===== src/wake_pkg.sv =====
// constants for the standby wake smi logic
package wake_pkg;

  localparam int WAKE_W = 24;
  localparam int EXT_W  = 16;
  localparam int CTRL_W = 8;
  localparam int RSVD_W = 8;
  localparam int IDX_W  = 10;
  localparam int IDX_LSB = 2;
  localparam int IDX_MSB = 11;

  // register indices, byte address is four times the index
  localparam logic [IDX_W-1:0] IDX_CTRL       = 10'h040;
  localparam logic [IDX_W-1:0] IDX_SMI_MASK   = 10'h041;
  localparam logic [IDX_W-1:0] IDX_WAKE_EN    = 10'h044;
  localparam logic [IDX_W-1:0] IDX_RSVD_A     = 10'h047;
  localparam logic [IDX_W-1:0] IDX_WAKE_STAT  = 10'h048;
  localparam logic [IDX_W-1:0] IDX_RSVD_B     = 10'h04B;
  localparam logic [IDX_W-1:0] IDX_EXT_SW_EN  = 10'h04C;

  // wake status / enable bit positions
  localparam int BIT_STANDBY_TO_ON = 0;
  localparam int BIT_DISPLAY       = 1;
  localparam int BIT_USB_ACCESS    = 2;
  localparam int BIT_BUS_MASTER    = 3;
  localparam int BIT_MODEM_RING    = 4;
  localparam int BIT_IDE_PRIMARY   = 5;
  localparam int BIT_IDE_SECONDARY = 6;
  localparam int BIT_AUDIO         = 7;
  localparam int BIT_VIDEO         = 8;
  localparam int BIT_FLOPPY        = 9;
  localparam int BIT_SERIAL        = 10;
  localparam int BIT_KEYBOARD      = 11;
  localparam int BIT_PARALLEL      = 12;
  localparam int BIT_IO_GROUP_C    = 15;
  localparam int BIT_SMBUS         = 19;
  localparam int BIT_SERIAL_IRQ    = 20;
  localparam int BIT_USB_SERVICE   = 21;

  localparam logic [WAKE_W-1:0] STATUS_USED  = 24'h389FFF;
  localparam logic [WAKE_W-1:0] ENABLE_USED  = 24'h189FFF;
  localparam logic [WAKE_W-1:0] SMI_FORCED   = 24'h200000;
  localparam logic [WAKE_W-1:0] STATUS_RESET = 24'h000000;
  localparam logic [WAKE_W-1:0] ENABLE_RESET = 24'h000000;
  localparam logic [WAKE_W-1:0] MASK_RESET   = 24'h389FFF;
  localparam logic [EXT_W-1:0]  EXT_RESET    = 16'h0000;
  localparam logic [RSVD_W-1:0] RSVD_VALUE   = 8'h00;

  // control register fields
  localparam int CTRL_IDE_CTRL_EN_BIT = 0;
  localparam int CTRL_LEGACY_IDE_BIT  = 7;
  localparam logic [CTRL_W-1:0] CTRL_USED  = 8'h81;
  localparam logic [CTRL_W-1:0] CTRL_RESET = 8'h00;

  // io port decode ranges
  localparam logic [15:0] PRI_FIRST   = 16'h01F0;
  localparam logic [15:0] PRI_LAST    = 16'h01F7;
  localparam logic [15:0] PRI_ALT     = 16'h03F6;
  localparam logic [15:0] SEC_FIRST   = 16'h0170;
  localparam logic [15:0] SEC_LAST    = 16'h0177;
  localparam logic [15:0] SEC_ALT     = 16'h0376;
  localparam logic [15:0] KBD_DATA    = 16'h0060;
  localparam logic [15:0] KBD_CMD     = 16'h0064;
  localparam logic [15:0] VIDEO_FIRST = 16'h03B0;
  localparam logic [15:0] VIDEO_LAST  = 16'h03DF;

  // ahb-lite encodings
  localparam logic [1:0] HTRANS_NONSEQ = 2'h2;
  localparam logic       HRESP_OKAY    = 1'h0;

endpackage


===== src/wake_flags_if.sv =====
// carrier between the top and the sticky status flags
`timescale 1ns/1ps
interface wake_flags_if;
  import wake_pkg::*;
  logic [WAKE_W-1:0] set;
  logic [WAKE_W-1:0] clear;
  logic [WAKE_W-1:0] flags;
  modport owner (input set, input clear, output flags);
  modport user  (output set, output clear, input flags);
endinterface


===== src/io_port_decode.sv =====
// io cycle decoder for ide, keyboard and video ports
`timescale 1ns/1ps
module io_port_decode (
  input  wire logic        clk,
  input  wire logic        rst,
  input  wire logic        io_cycle_valid,
  input  wire logic [15:0] io_addr,
  input  wire logic        legacy_decode,
  input  wire logic        ide_ctrl_enable,
  input  wire logic        ide_pri_notify,
  input  wire logic        ide_sec_notify,
  output logic             pri_hit,
  output logic             sec_hit,
  output logic             keyboard_hit,
  output logic             video_hit
);
  import wake_pkg::*;

  logic pri_legacy;
  logic sec_legacy;
  logic kbd_port;
  logic video_port;

  assign pri_legacy = io_cycle_valid &&
                      (((io_addr >= PRI_FIRST) && (io_addr <= PRI_LAST)) || (io_addr == PRI_ALT));
  assign sec_legacy = io_cycle_valid &&
                      (((io_addr >= SEC_FIRST) && (io_addr <= SEC_LAST)) || (io_addr == SEC_ALT));
  assign kbd_port   = io_cycle_valid && ((io_addr == KBD_DATA) || (io_addr == KBD_CMD));
  assign video_port = io_cycle_valid && (io_addr >= VIDEO_FIRST) && (io_addr <= VIDEO_LAST);

  always_ff @(posedge clk or posedge rst) begin
    if (rst) begin
      pri_hit <= 1'b0;
      sec_hit <= 1'b0;
    end else if (legacy_decode) begin
      pri_hit <= pri_legacy;
      sec_hit <= sec_legacy;
    end else begin
      pri_hit <= ide_ctrl_enable & ide_pri_notify;
      sec_hit <= ide_ctrl_enable & ide_sec_notify;
    end
  end

  always_ff @(posedge clk or posedge rst) begin
    if (rst) begin
      keyboard_hit <= 1'b0;
      video_hit    <= 1'b0;
    end else begin
      keyboard_hit <= kbd_port;
      video_hit    <= video_port;
    end
  end
endmodule


===== src/standby_wake_smi_logic.sv =====
// standby wake smi logic with ahb-lite register slave
//
// Added by the designer: the AHB-Lite slave port.
`timescale 1ns/1ps
module standby_wake_smi_logic (
  input  wire logic        clk,
  input  wire logic        rst,
  // ahb-lite slave
  input  wire logic        hsel,
  input  wire logic [31:0] haddr,
  input  wire logic [1:0]  htrans,
  input  wire logic        hwrite,
  input  wire logic [2:0]  hsize,
  input  wire logic        hready,
  input  wire logic [31:0] hwdata,
  output logic             hreadyout,
  output logic             hresp,
  output logic [31:0]      hrdata,
  // power state and events
  input  wire logic        standby_active,
  input  wire logic        io_cycle_valid,
  input  wire logic [15:0] io_addr,
  input  wire logic        ide_pri_notify,
  input  wire logic        ide_sec_notify,
  input  wire logic        modem_ring,
  input  wire logic        bus_hold_request_n,
  input  wire logic        pci_request_n,
  input  wire logic        usb_activity,
  input  wire logic        usb_bus_busy,
  input  wire logic        usb_service_req,
  input  wire logic        display_monitor_event,
  input  wire logic        standby_monitor_event,
  input  wire logic        extra_wake_event,
  input  wire logic        serial_irq_access,
  input  wire logic        smbus_event,
  input  wire logic        io_group_c_access,
  input  wire logic        parallel_access,
  input  wire logic        serial_port_access,
  input  wire logic        floppy_access,
  input  wire logic        audio_access,
  output logic             smi
);
  import wake_pkg::*;

  logic [CTRL_W-1:0] ctrl_reg;
  logic [WAKE_W-1:0] enable_reg;
  logic [WAKE_W-1:0] mask_reg;
  logic [EXT_W-1:0]  ext_reg;
  logic              smi_reg;
  logic              smi_next;
  logic [31:0]       hrdata_reg;
  logic [31:0]       hrdata_next;

  logic              dp_write_reg;
  logic              rd_pend_reg;
  logic [IDX_W-1:0]  dp_idx_reg;
  logic              accept;

  logic              wr_ctrl;
  logic              wr_mask;
  logic              wr_enable;
  logic              wr_status;
  logic              wr_ext;

  logic              pri_hit;
  logic              sec_hit;
  logic              keyboard_hit;
  logic              video_hit;
  logic              bus_master_req;

  logic [WAKE_W-1:0] wake_set;
  logic [WAKE_W-1:0] status;

  wake_flags_if flags_bus ();

  // ahb address phase accept
  assign accept = hsel && hready && (htrans == HTRANS_NONSEQ);

  always_ff @(posedge clk or posedge rst) begin
    if (rst) begin
      dp_write_reg <= 1'b0;
      rd_pend_reg  <= 1'b0;
      dp_idx_reg   <= '0;
    end else if (hreadyout) begin
      dp_write_reg <= accept && hwrite;
      rd_pend_reg  <= accept && !hwrite;
      if (accept) begin
        dp_idx_reg <= haddr[IDX_MSB:IDX_LSB];
      end
    end else begin
      rd_pend_reg <= 1'b0;
    end
  end

  // one wait state on reads, none on writes
  assign hreadyout = !rd_pend_reg;
  assign hresp     = HRESP_OKAY;
  assign hrdata    = hrdata_reg;

  // write strobes in the data phase
  assign wr_ctrl   = dp_write_reg && (dp_idx_reg == IDX_CTRL);
  assign wr_mask   = dp_write_reg && (dp_idx_reg == IDX_SMI_MASK);
  assign wr_enable = dp_write_reg && (dp_idx_reg == IDX_WAKE_EN);
  assign wr_status = dp_write_reg && (dp_idx_reg == IDX_WAKE_STAT);
  assign wr_ext    = dp_write_reg && (dp_idx_reg == IDX_EXT_SW_EN);

  always_ff @(posedge clk or posedge rst) begin
    if (rst) begin
      ctrl_reg <= CTRL_RESET;
    end else if (wr_ctrl) begin
      ctrl_reg <= hwdata[CTRL_W-1:0] & CTRL_USED;
    end
  end

  always_ff @(posedge clk or posedge rst) begin
    if (rst) begin
      enable_reg <= ENABLE_RESET;
    end else if (wr_enable) begin
      enable_reg <= hwdata[WAKE_W-1:0] & ENABLE_USED;
    end
  end

  always_ff @(posedge clk or posedge rst) begin
    if (rst) begin
      mask_reg <= MASK_RESET;
    end else if (wr_mask) begin
      mask_reg <= hwdata[WAKE_W-1:0] & STATUS_USED;
    end
  end

  always_ff @(posedge clk or posedge rst) begin
    if (rst) begin
      ext_reg <= EXT_RESET;
    end else if (wr_ext) begin
      ext_reg <= hwdata[EXT_W-1:0];
    end
  end

  // read mux, unmapped and reserved read zero
  always_comb begin
    hrdata_next = '0;
    case (dp_idx_reg)
      IDX_CTRL:      hrdata_next[CTRL_W-1:0] = ctrl_reg;
      IDX_SMI_MASK:  hrdata_next[WAKE_W-1:0] = mask_reg;
      IDX_WAKE_EN:   hrdata_next[WAKE_W-1:0] = enable_reg;
      IDX_RSVD_A:    hrdata_next[RSVD_W-1:0] = RSVD_VALUE;
      IDX_WAKE_STAT: hrdata_next[WAKE_W-1:0] = status & STATUS_USED;
      IDX_RSVD_B:    hrdata_next[RSVD_W-1:0] = RSVD_VALUE;
      IDX_EXT_SW_EN: hrdata_next[EXT_W-1:0]  = ext_reg;
      default:       hrdata_next = '0;
    endcase
  end

  always_ff @(posedge clk or posedge rst) begin
    if (rst) begin
      hrdata_reg <= '0;
    end else if (rd_pend_reg) begin
      hrdata_reg <= hrdata_next;
    end
  end

  // io cycle decode
  io_port_decode u_decode (
    .clk             (clk),
    .rst             (rst),
    .io_cycle_valid  (io_cycle_valid),
    .io_addr         (io_addr),
    .legacy_decode   (ctrl_reg[CTRL_LEGACY_IDE_BIT]),
    .ide_ctrl_enable (ctrl_reg[CTRL_IDE_CTRL_EN_BIT]),
    .ide_pri_notify  (ide_pri_notify),
    .ide_sec_notify  (ide_sec_notify),
    .pri_hit         (pri_hit),
    .sec_hit         (sec_hit),
    .keyboard_hit    (keyboard_hit),
    .video_hit       (video_hit)
  );

  assign bus_master_req = !bus_hold_request_n || !pci_request_n;

  // event to status bit mapping
  always_comb begin
    wake_set = '0;
    if (standby_active) begin
      wake_set[BIT_STANDBY_TO_ON] = enable_reg[BIT_STANDBY_TO_ON] &&
                                    (standby_monitor_event || extra_wake_event);
      wake_set[BIT_DISPLAY]       = enable_reg[BIT_DISPLAY] && display_monitor_event;
      wake_set[BIT_USB_ACCESS]    = enable_reg[BIT_USB_ACCESS] && usb_activity;
      wake_set[BIT_BUS_MASTER]    = enable_reg[BIT_BUS_MASTER] && bus_master_req;
      wake_set[BIT_MODEM_RING]    = enable_reg[BIT_MODEM_RING] && modem_ring;
      wake_set[BIT_IDE_PRIMARY]   = enable_reg[BIT_IDE_PRIMARY] && pri_hit;
      wake_set[BIT_IDE_SECONDARY] = enable_reg[BIT_IDE_SECONDARY] && sec_hit;
      wake_set[BIT_AUDIO]         = enable_reg[BIT_AUDIO] && audio_access;
      wake_set[BIT_VIDEO]         = enable_reg[BIT_VIDEO] && video_hit;
      wake_set[BIT_FLOPPY]        = enable_reg[BIT_FLOPPY] && floppy_access;
      wake_set[BIT_SERIAL]        = enable_reg[BIT_SERIAL] && serial_port_access;
      wake_set[BIT_KEYBOARD]      = enable_reg[BIT_KEYBOARD] && keyboard_hit;
      wake_set[BIT_PARALLEL]      = enable_reg[BIT_PARALLEL] && parallel_access;
      wake_set[BIT_IO_GROUP_C]    = enable_reg[BIT_IO_GROUP_C] && io_group_c_access;
      wake_set[BIT_SMBUS]         = enable_reg[BIT_SMBUS] && smbus_event;
      wake_set[BIT_SERIAL_IRQ]    = enable_reg[BIT_SERIAL_IRQ] && serial_irq_access;
    end
    if (usb_bus_busy) begin
      wake_set[BIT_USB_ACCESS] = 1'b1;
    end
    wake_set[BIT_USB_SERVICE] = usb_service_req;
  end

  assign flags_bus.set   = wake_set & STATUS_USED;
  assign flags_bus.clear = wr_status ? hwdata[WAKE_W-1:0] : '0;
  assign status          = flags_bus.flags;

  sticky_flags #(
    .USED      (STATUS_USED),
    .RESET_VAL (STATUS_RESET)
  ) u_status (
    .clk (clk),
    .rst (rst),
    .f   (flags_bus.owner)
  );

  // smi while an unmasked status bit is set that is enabled, or is the usb service bit, which needs no enable
  assign smi_next = |(status & mask_reg & (enable_reg | SMI_FORCED));

  always_ff @(posedge clk or posedge rst) begin
    if (rst) begin
      smi_reg <= 1'b0;
    end else begin
      smi_reg <= smi_next;
    end
  end

  assign smi = smi_reg;

  // hsize is accepted for any value; only whole words are expected
  logic unused_inputs;
  assign unused_inputs = ^{hsize, haddr[31:IDX_MSB+1], haddr[IDX_LSB-1:0], hwdata[31:WAKE_W]};
endmodule


===== src/sticky_flags.sv =====
// sticky write-one-to-clear status flags
`timescale 1ns/1ps
module sticky_flags #(
  parameter logic [wake_pkg::WAKE_W-1:0] USED      = wake_pkg::STATUS_USED,
  parameter logic [wake_pkg::WAKE_W-1:0] RESET_VAL = wake_pkg::STATUS_RESET
) (
  input wire logic    clk,
  input wire logic    rst,
  wake_flags_if.owner f
);
  import wake_pkg::*;

  logic [WAKE_W-1:0] flags_reg;

  // set wins over clear; flag holds until cleared
  always_ff @(posedge clk or posedge rst) begin
    if (rst) begin
      flags_reg <= RESET_VAL;
    end else begin
      flags_reg <= ((flags_reg & ~f.clear) | f.set) & USED;
    end
  end

  assign f.flags = flags_reg;
endmodule


===== config.mk =====
export PLATFORM = sky130hd
export DESIGN_NAME = standby_wake_smi_logic
export DESIGN_NICKNAME = d
export VERILOG_FILES = /design/src/wake_pkg.sv /design/src/wake_flags_if.sv /design/src/io_port_decode.sv /design/src/standby_wake_smi_logic.sv /design/src/sticky_flags.sv
export SDC_FILE = /design/constraint.sdc
export NUM_CORES = 1
export LEC_CHECK = 0
export BUFFER_PORTS_ARGS = -buffer_cell sky130_fd_sc_hd__buf_2
export CAP_MARGIN = 5
export CORE_AREA = 4 4 122 124
export DETAILED_ROUTE_END_ITERATION = 10
export DIE_AREA = 0 0 126 128
export GPL_ROUTABILITY_DRIVEN = 1
export PLACE_DENSITY_LB_ADDON = 0.15
export SETUP_SLACK_MARGIN = 0.5
export SLEW_MARGIN = 20
export SYNTH_ARGS = -nofsm -noshare
export SYNTH_HDL_FRONTEND = slang
export SYNTH_SLANG_ARGS = --single-unit

===== constraint.sdc =====
create_clock -name clk -period 3.4 [get_ports clk]
set_input_delay 0.17 -clock clk [delete_from_list [all_inputs] [get_ports clk]]
set_output_delay 0.17 -clock clk [all_outputs]
set_load 0.02 [all_outputs]

==> impl_metrics.yaml <==
global_routing:
  grt_antenna_before_repair: 0
  track_usage_pct: 16.32
  overflow: 0
  grt_pass1_wl_mm: 20.27
  grt_max_degree: 68
  grt_pass1_vias: 3617
place:
  place.detailed.hpwl_mm: 9.089
  gpl.final_weighted_congestion: 0.7811
  port_buffers: 92
die:
  die_w_um: 126
  floorplan.core_area_um2: 13770
  die_height_um: 128
  floorplan.initialDensity_pct: 35.23
  num_io_pins: 145
  die-area_um2: 16130
  placement_rows: 43
cts:
  cts_resized: 0
  clk_root_buffer_cell: "sky130_fd_sc_hd__clkbuf_16"
  cts_made_buffers: 9
  worstSkewPairLatency_ns: 0.35
  cts.reportedPaths.clkPinSlew_ns: 0.07
  clock_tree.htree_level_count: 3
  cts.path.max_buffers: 2
  cts_sinks: 104
  tritoncts_clock_tree: "built"
timing:
  slew_headroom_pct: 37.33
  final-setup-viol-count: 0
  rsz0062_at_grt: "no"
  hold_slack_ns: -0.007625
  hold_viol_final: 12
  number_of_max_slew_violations_in_the_final_report: 0
  max_freq_mhz: 437.2
  layout_min_cycle_time_ns: 2.287
  final.setup_skew_ns: 0.008297
  finalCritPeriodShare_pct: 67.27
  tightestPinTransition_ns: 0.9365
  setup_tns_ns: 0
status:
  failing_checks: "hold timing"
  status: "complete, but fails checks"
critical_path:
  cp.required_ns: 3.63
  critical_path_class: "register to register"
  worst_ep_arrival_time_ns: 2.51
  timing.critical_path.slowest_cell_delay_ns: 0.60
  critical_path.slowest_cell: "sky130_fd_sc_hd__or4b_4"
  critical_path_peak_fanout: 16
  end_kind: "register"
  crit_path_start_kind: "register"
  regToRegSetupSlack_ns: 1.11
  path_cells: "or4b_4, nor3_2, nand2_2, mux2_1"
  critPathLaunch: "dp_idx_reg[4]$_DFFE_PP0P_"
  regToRegStartpoint: "dp_idx_reg[4]$_DFFE_PP0P_"
routing:
  antenna_violating_nets_post_route: 0
  avgViaCountPerCell: 5.270
  dr_total_vias: 3531
  wire_per_inst_um: 19.22
  drt_wl_total_mm: 12.88
  dr.pass1.iters: 5
  drt_first_iter_violations: 291
  detail_route.drc_violations: 0
yosys:
  synth_most_common_cell: "sky130_fd_sc_hd__dfrtp_1"
  postSynth.asyncResetShare_pct: 100.0
  netlist-cell-type-count: 59
  seq_area_frac_synth_pct: 54.07
  synth_seq_cells: 104
  synthesis.yosys.warnings: 0
  synth_area_leaders: "sky130_fd_sc_hd__dfrtp_1 45%, sky130_fd_sc_hd__dfstp_2 9.2%, sky130_fd_sc_hd__mux2_1 8.6%, sky130_fd_sc_hd__mux2_2 5.3%, sky130_fd_sc_hd__a32o_1 3.3%"
  cell_taking_the_most_area_after_synthesis: "sky130_fd_sc_hd__dfrtp_1"
  synth.avg_cell_area_um2: 12.47
  yosys.area.top_type_share_pct: 44.87
  post_synth_instance_area_um2: 4852
  synth_cells: 389
  synth_flop_cell: "sky130_fd_sc_hd__dfrtp_1"
  synth_edf_count: 0
  most_common_library_cells_after_synthesis: "87 x sky130_fd_sc_hd__dfrtp_1, 37 x sky130_fd_sc_hd__mux2_1, 28 x sky130_fd_sc_hd__nand2_1"
finish:
  final_layout_size_suffix_gt1_share_pct: 35.71
  post-route-util_pct: 42.00
  fin_nets: 595
  antenna-diode-count: 0
  largest_reg_flops: 19
  syn_to_final_growth_pct: 19.21
flow_run:
  cap_violations: 0
hold_path:
  worst_hold_path_type: "input port to async pin"
pwr:
  worst_ir_drop_vdd_mv: 0.2224
  total_leakage_power_uw: 0.002495
  cellPowerDensity_nw_per_um2: 492.5
==> logic make-up (layout without fill, tap and decap cells) <==
kind of cell	count (synthesis)	in the layout	synth area share, %
xor gates and xnor gates	1	1	0.1805
buffers and inverters	43	131	4.719
AOI/OAI and AO/OA	81	81	13.82
other	1	14	0.07729
and+or+nand+nor	88	88	10.42
muxes	71	71	16.71
DFF	104	104	54.07
==> power breakdown <==
group / switching [µW] / internal [µW] / leakage [µW] / total [µW]
Sequential: 64.4 / 1310 / 0.00121 / 1380
Clock: 461 / 519 / 0.000133 / 980
Combinational: 276 / 216 / 0.00115 / 492
Total: 801 / 2050 / 0.00249 / 2850
==> placed cells by master, fill, tap and decap left out, types with 3 or more instances in the layout <==
master,instances
sky130_fd_sc_hd__a32oi_1,3
sky130_fd_sc_hd__dfrtp_1,87
sky130_fd_sc_hd__inv_1,6
sky130_fd_sc_hd__mux2i_1,9
sky130_fd_sc_hd__mux2_1,37
sky130_fd_sc_hd__dfstp_2,17
sky130_fd_sc_hd__clkbuf_16,9
sky130_fd_sc_hd__mux2_2,23
sky130_fd_sc_hd__a22o_1,10
sky130_fd_sc_hd__nor2_1,6
sky130_fd_sc_hd__a22oi_1,14
sky130_fd_sc_hd__conb_1,14
sky130_fd_sc_hd__o22a_1,4
sky130_fd_sc_hd__o21ai_0,3
sky130_fd_sc_hd__a32o_1,16
sky130_fd_sc_hd__o2bb2ai_1,11
sky130_fd_sc_hd__a31oi_1,3
sky130_fd_sc_hd__nand2_1,28
sky130_fd_sc_hd__buf_2,92
sky130_fd_sc_hd__nand3_1,13
sky130_fd_sc_hd__nand4_1,6
sky130_fd_sc_hd__o22ai_1,5
sky130_fd_sc_hd__buf_4,13
sky130_fd_sc_hd__nor2b_1,7
sky130_fd_sc_hd__nor3_1,4
==> timing repair <==
item                                   4_1_cts  5_1_grt
hold buffers                                 2        0
setup buffers                                0        0
endpoints found under the hold margin        2        0
==> worst max-delay path: cells and delay by family, from the launching register on <==
| family | cells | cell delay, ns |
|---|---|---|
| flops | 1 | 0.38 |
| mux | 1 | 0.45 |
| simple gates | 3 | 1.34 |
==> per-stage QoR <==
step / cells / cell area, µm² / setup WS, ns / hold WS, ns / total power, µW
after floorplan: 402 / 4901 / 0.5259 / 0.2408 / 1720
after global placement: 652 / 5488 / 1.123 / 0.3537 / 1887
after detailed placement: 652 / 5488 / 1.104 / 0.3586 / 1894
after CTS: 670 / 5784 / 1.093 / 0.02515 / 2874
after global routing: 670 / 5784 / 0.9542 / 0.03212 / 2977
final: 670 / 5784 / 1.113 / -0.007625 / 2849
==> layer usage <==
metal / GRT usage [%] / vias up / share of wire, %
met4: 5.741 / 0 / 1.6
met5: 0 / - / 0
li1: - / 1636 / -
met1: 22.63 / 1773 / 45
met3: 2.500 / 13 / 5.4
met2: 26.20 / 109 / 48
==> worst paths after layout <==
path	end	cells after the start
max in group asynchronous	mask_reg[11]$_DFFE_PP1P_	3
max	ext_reg[12]$_DFFE_PP0P_	4
max reg2reg	ext_reg[12]$_DFFE_PP0P_	4
min	enable_reg[0]$_DFFE_PP0P_	2
min in group clk	ext_reg[14]$_DFFE_PP0P_	2
min reg2reg	hrdata[11]$_DFFE_PP0P_	1
==> final cells by class <==
class	instances	area, µm²
Clock buffer	12	246.5
Clock inverter	4	30.03
Fill cell	1383	7989
Inverter	8	32.53
Multi-Input combinational cell	255	2048
Sequential cell	104	2624
Tap cell	180	225.2
Timing Repair Buffer	107	578.1
Power figures use the tool's default switching activity.
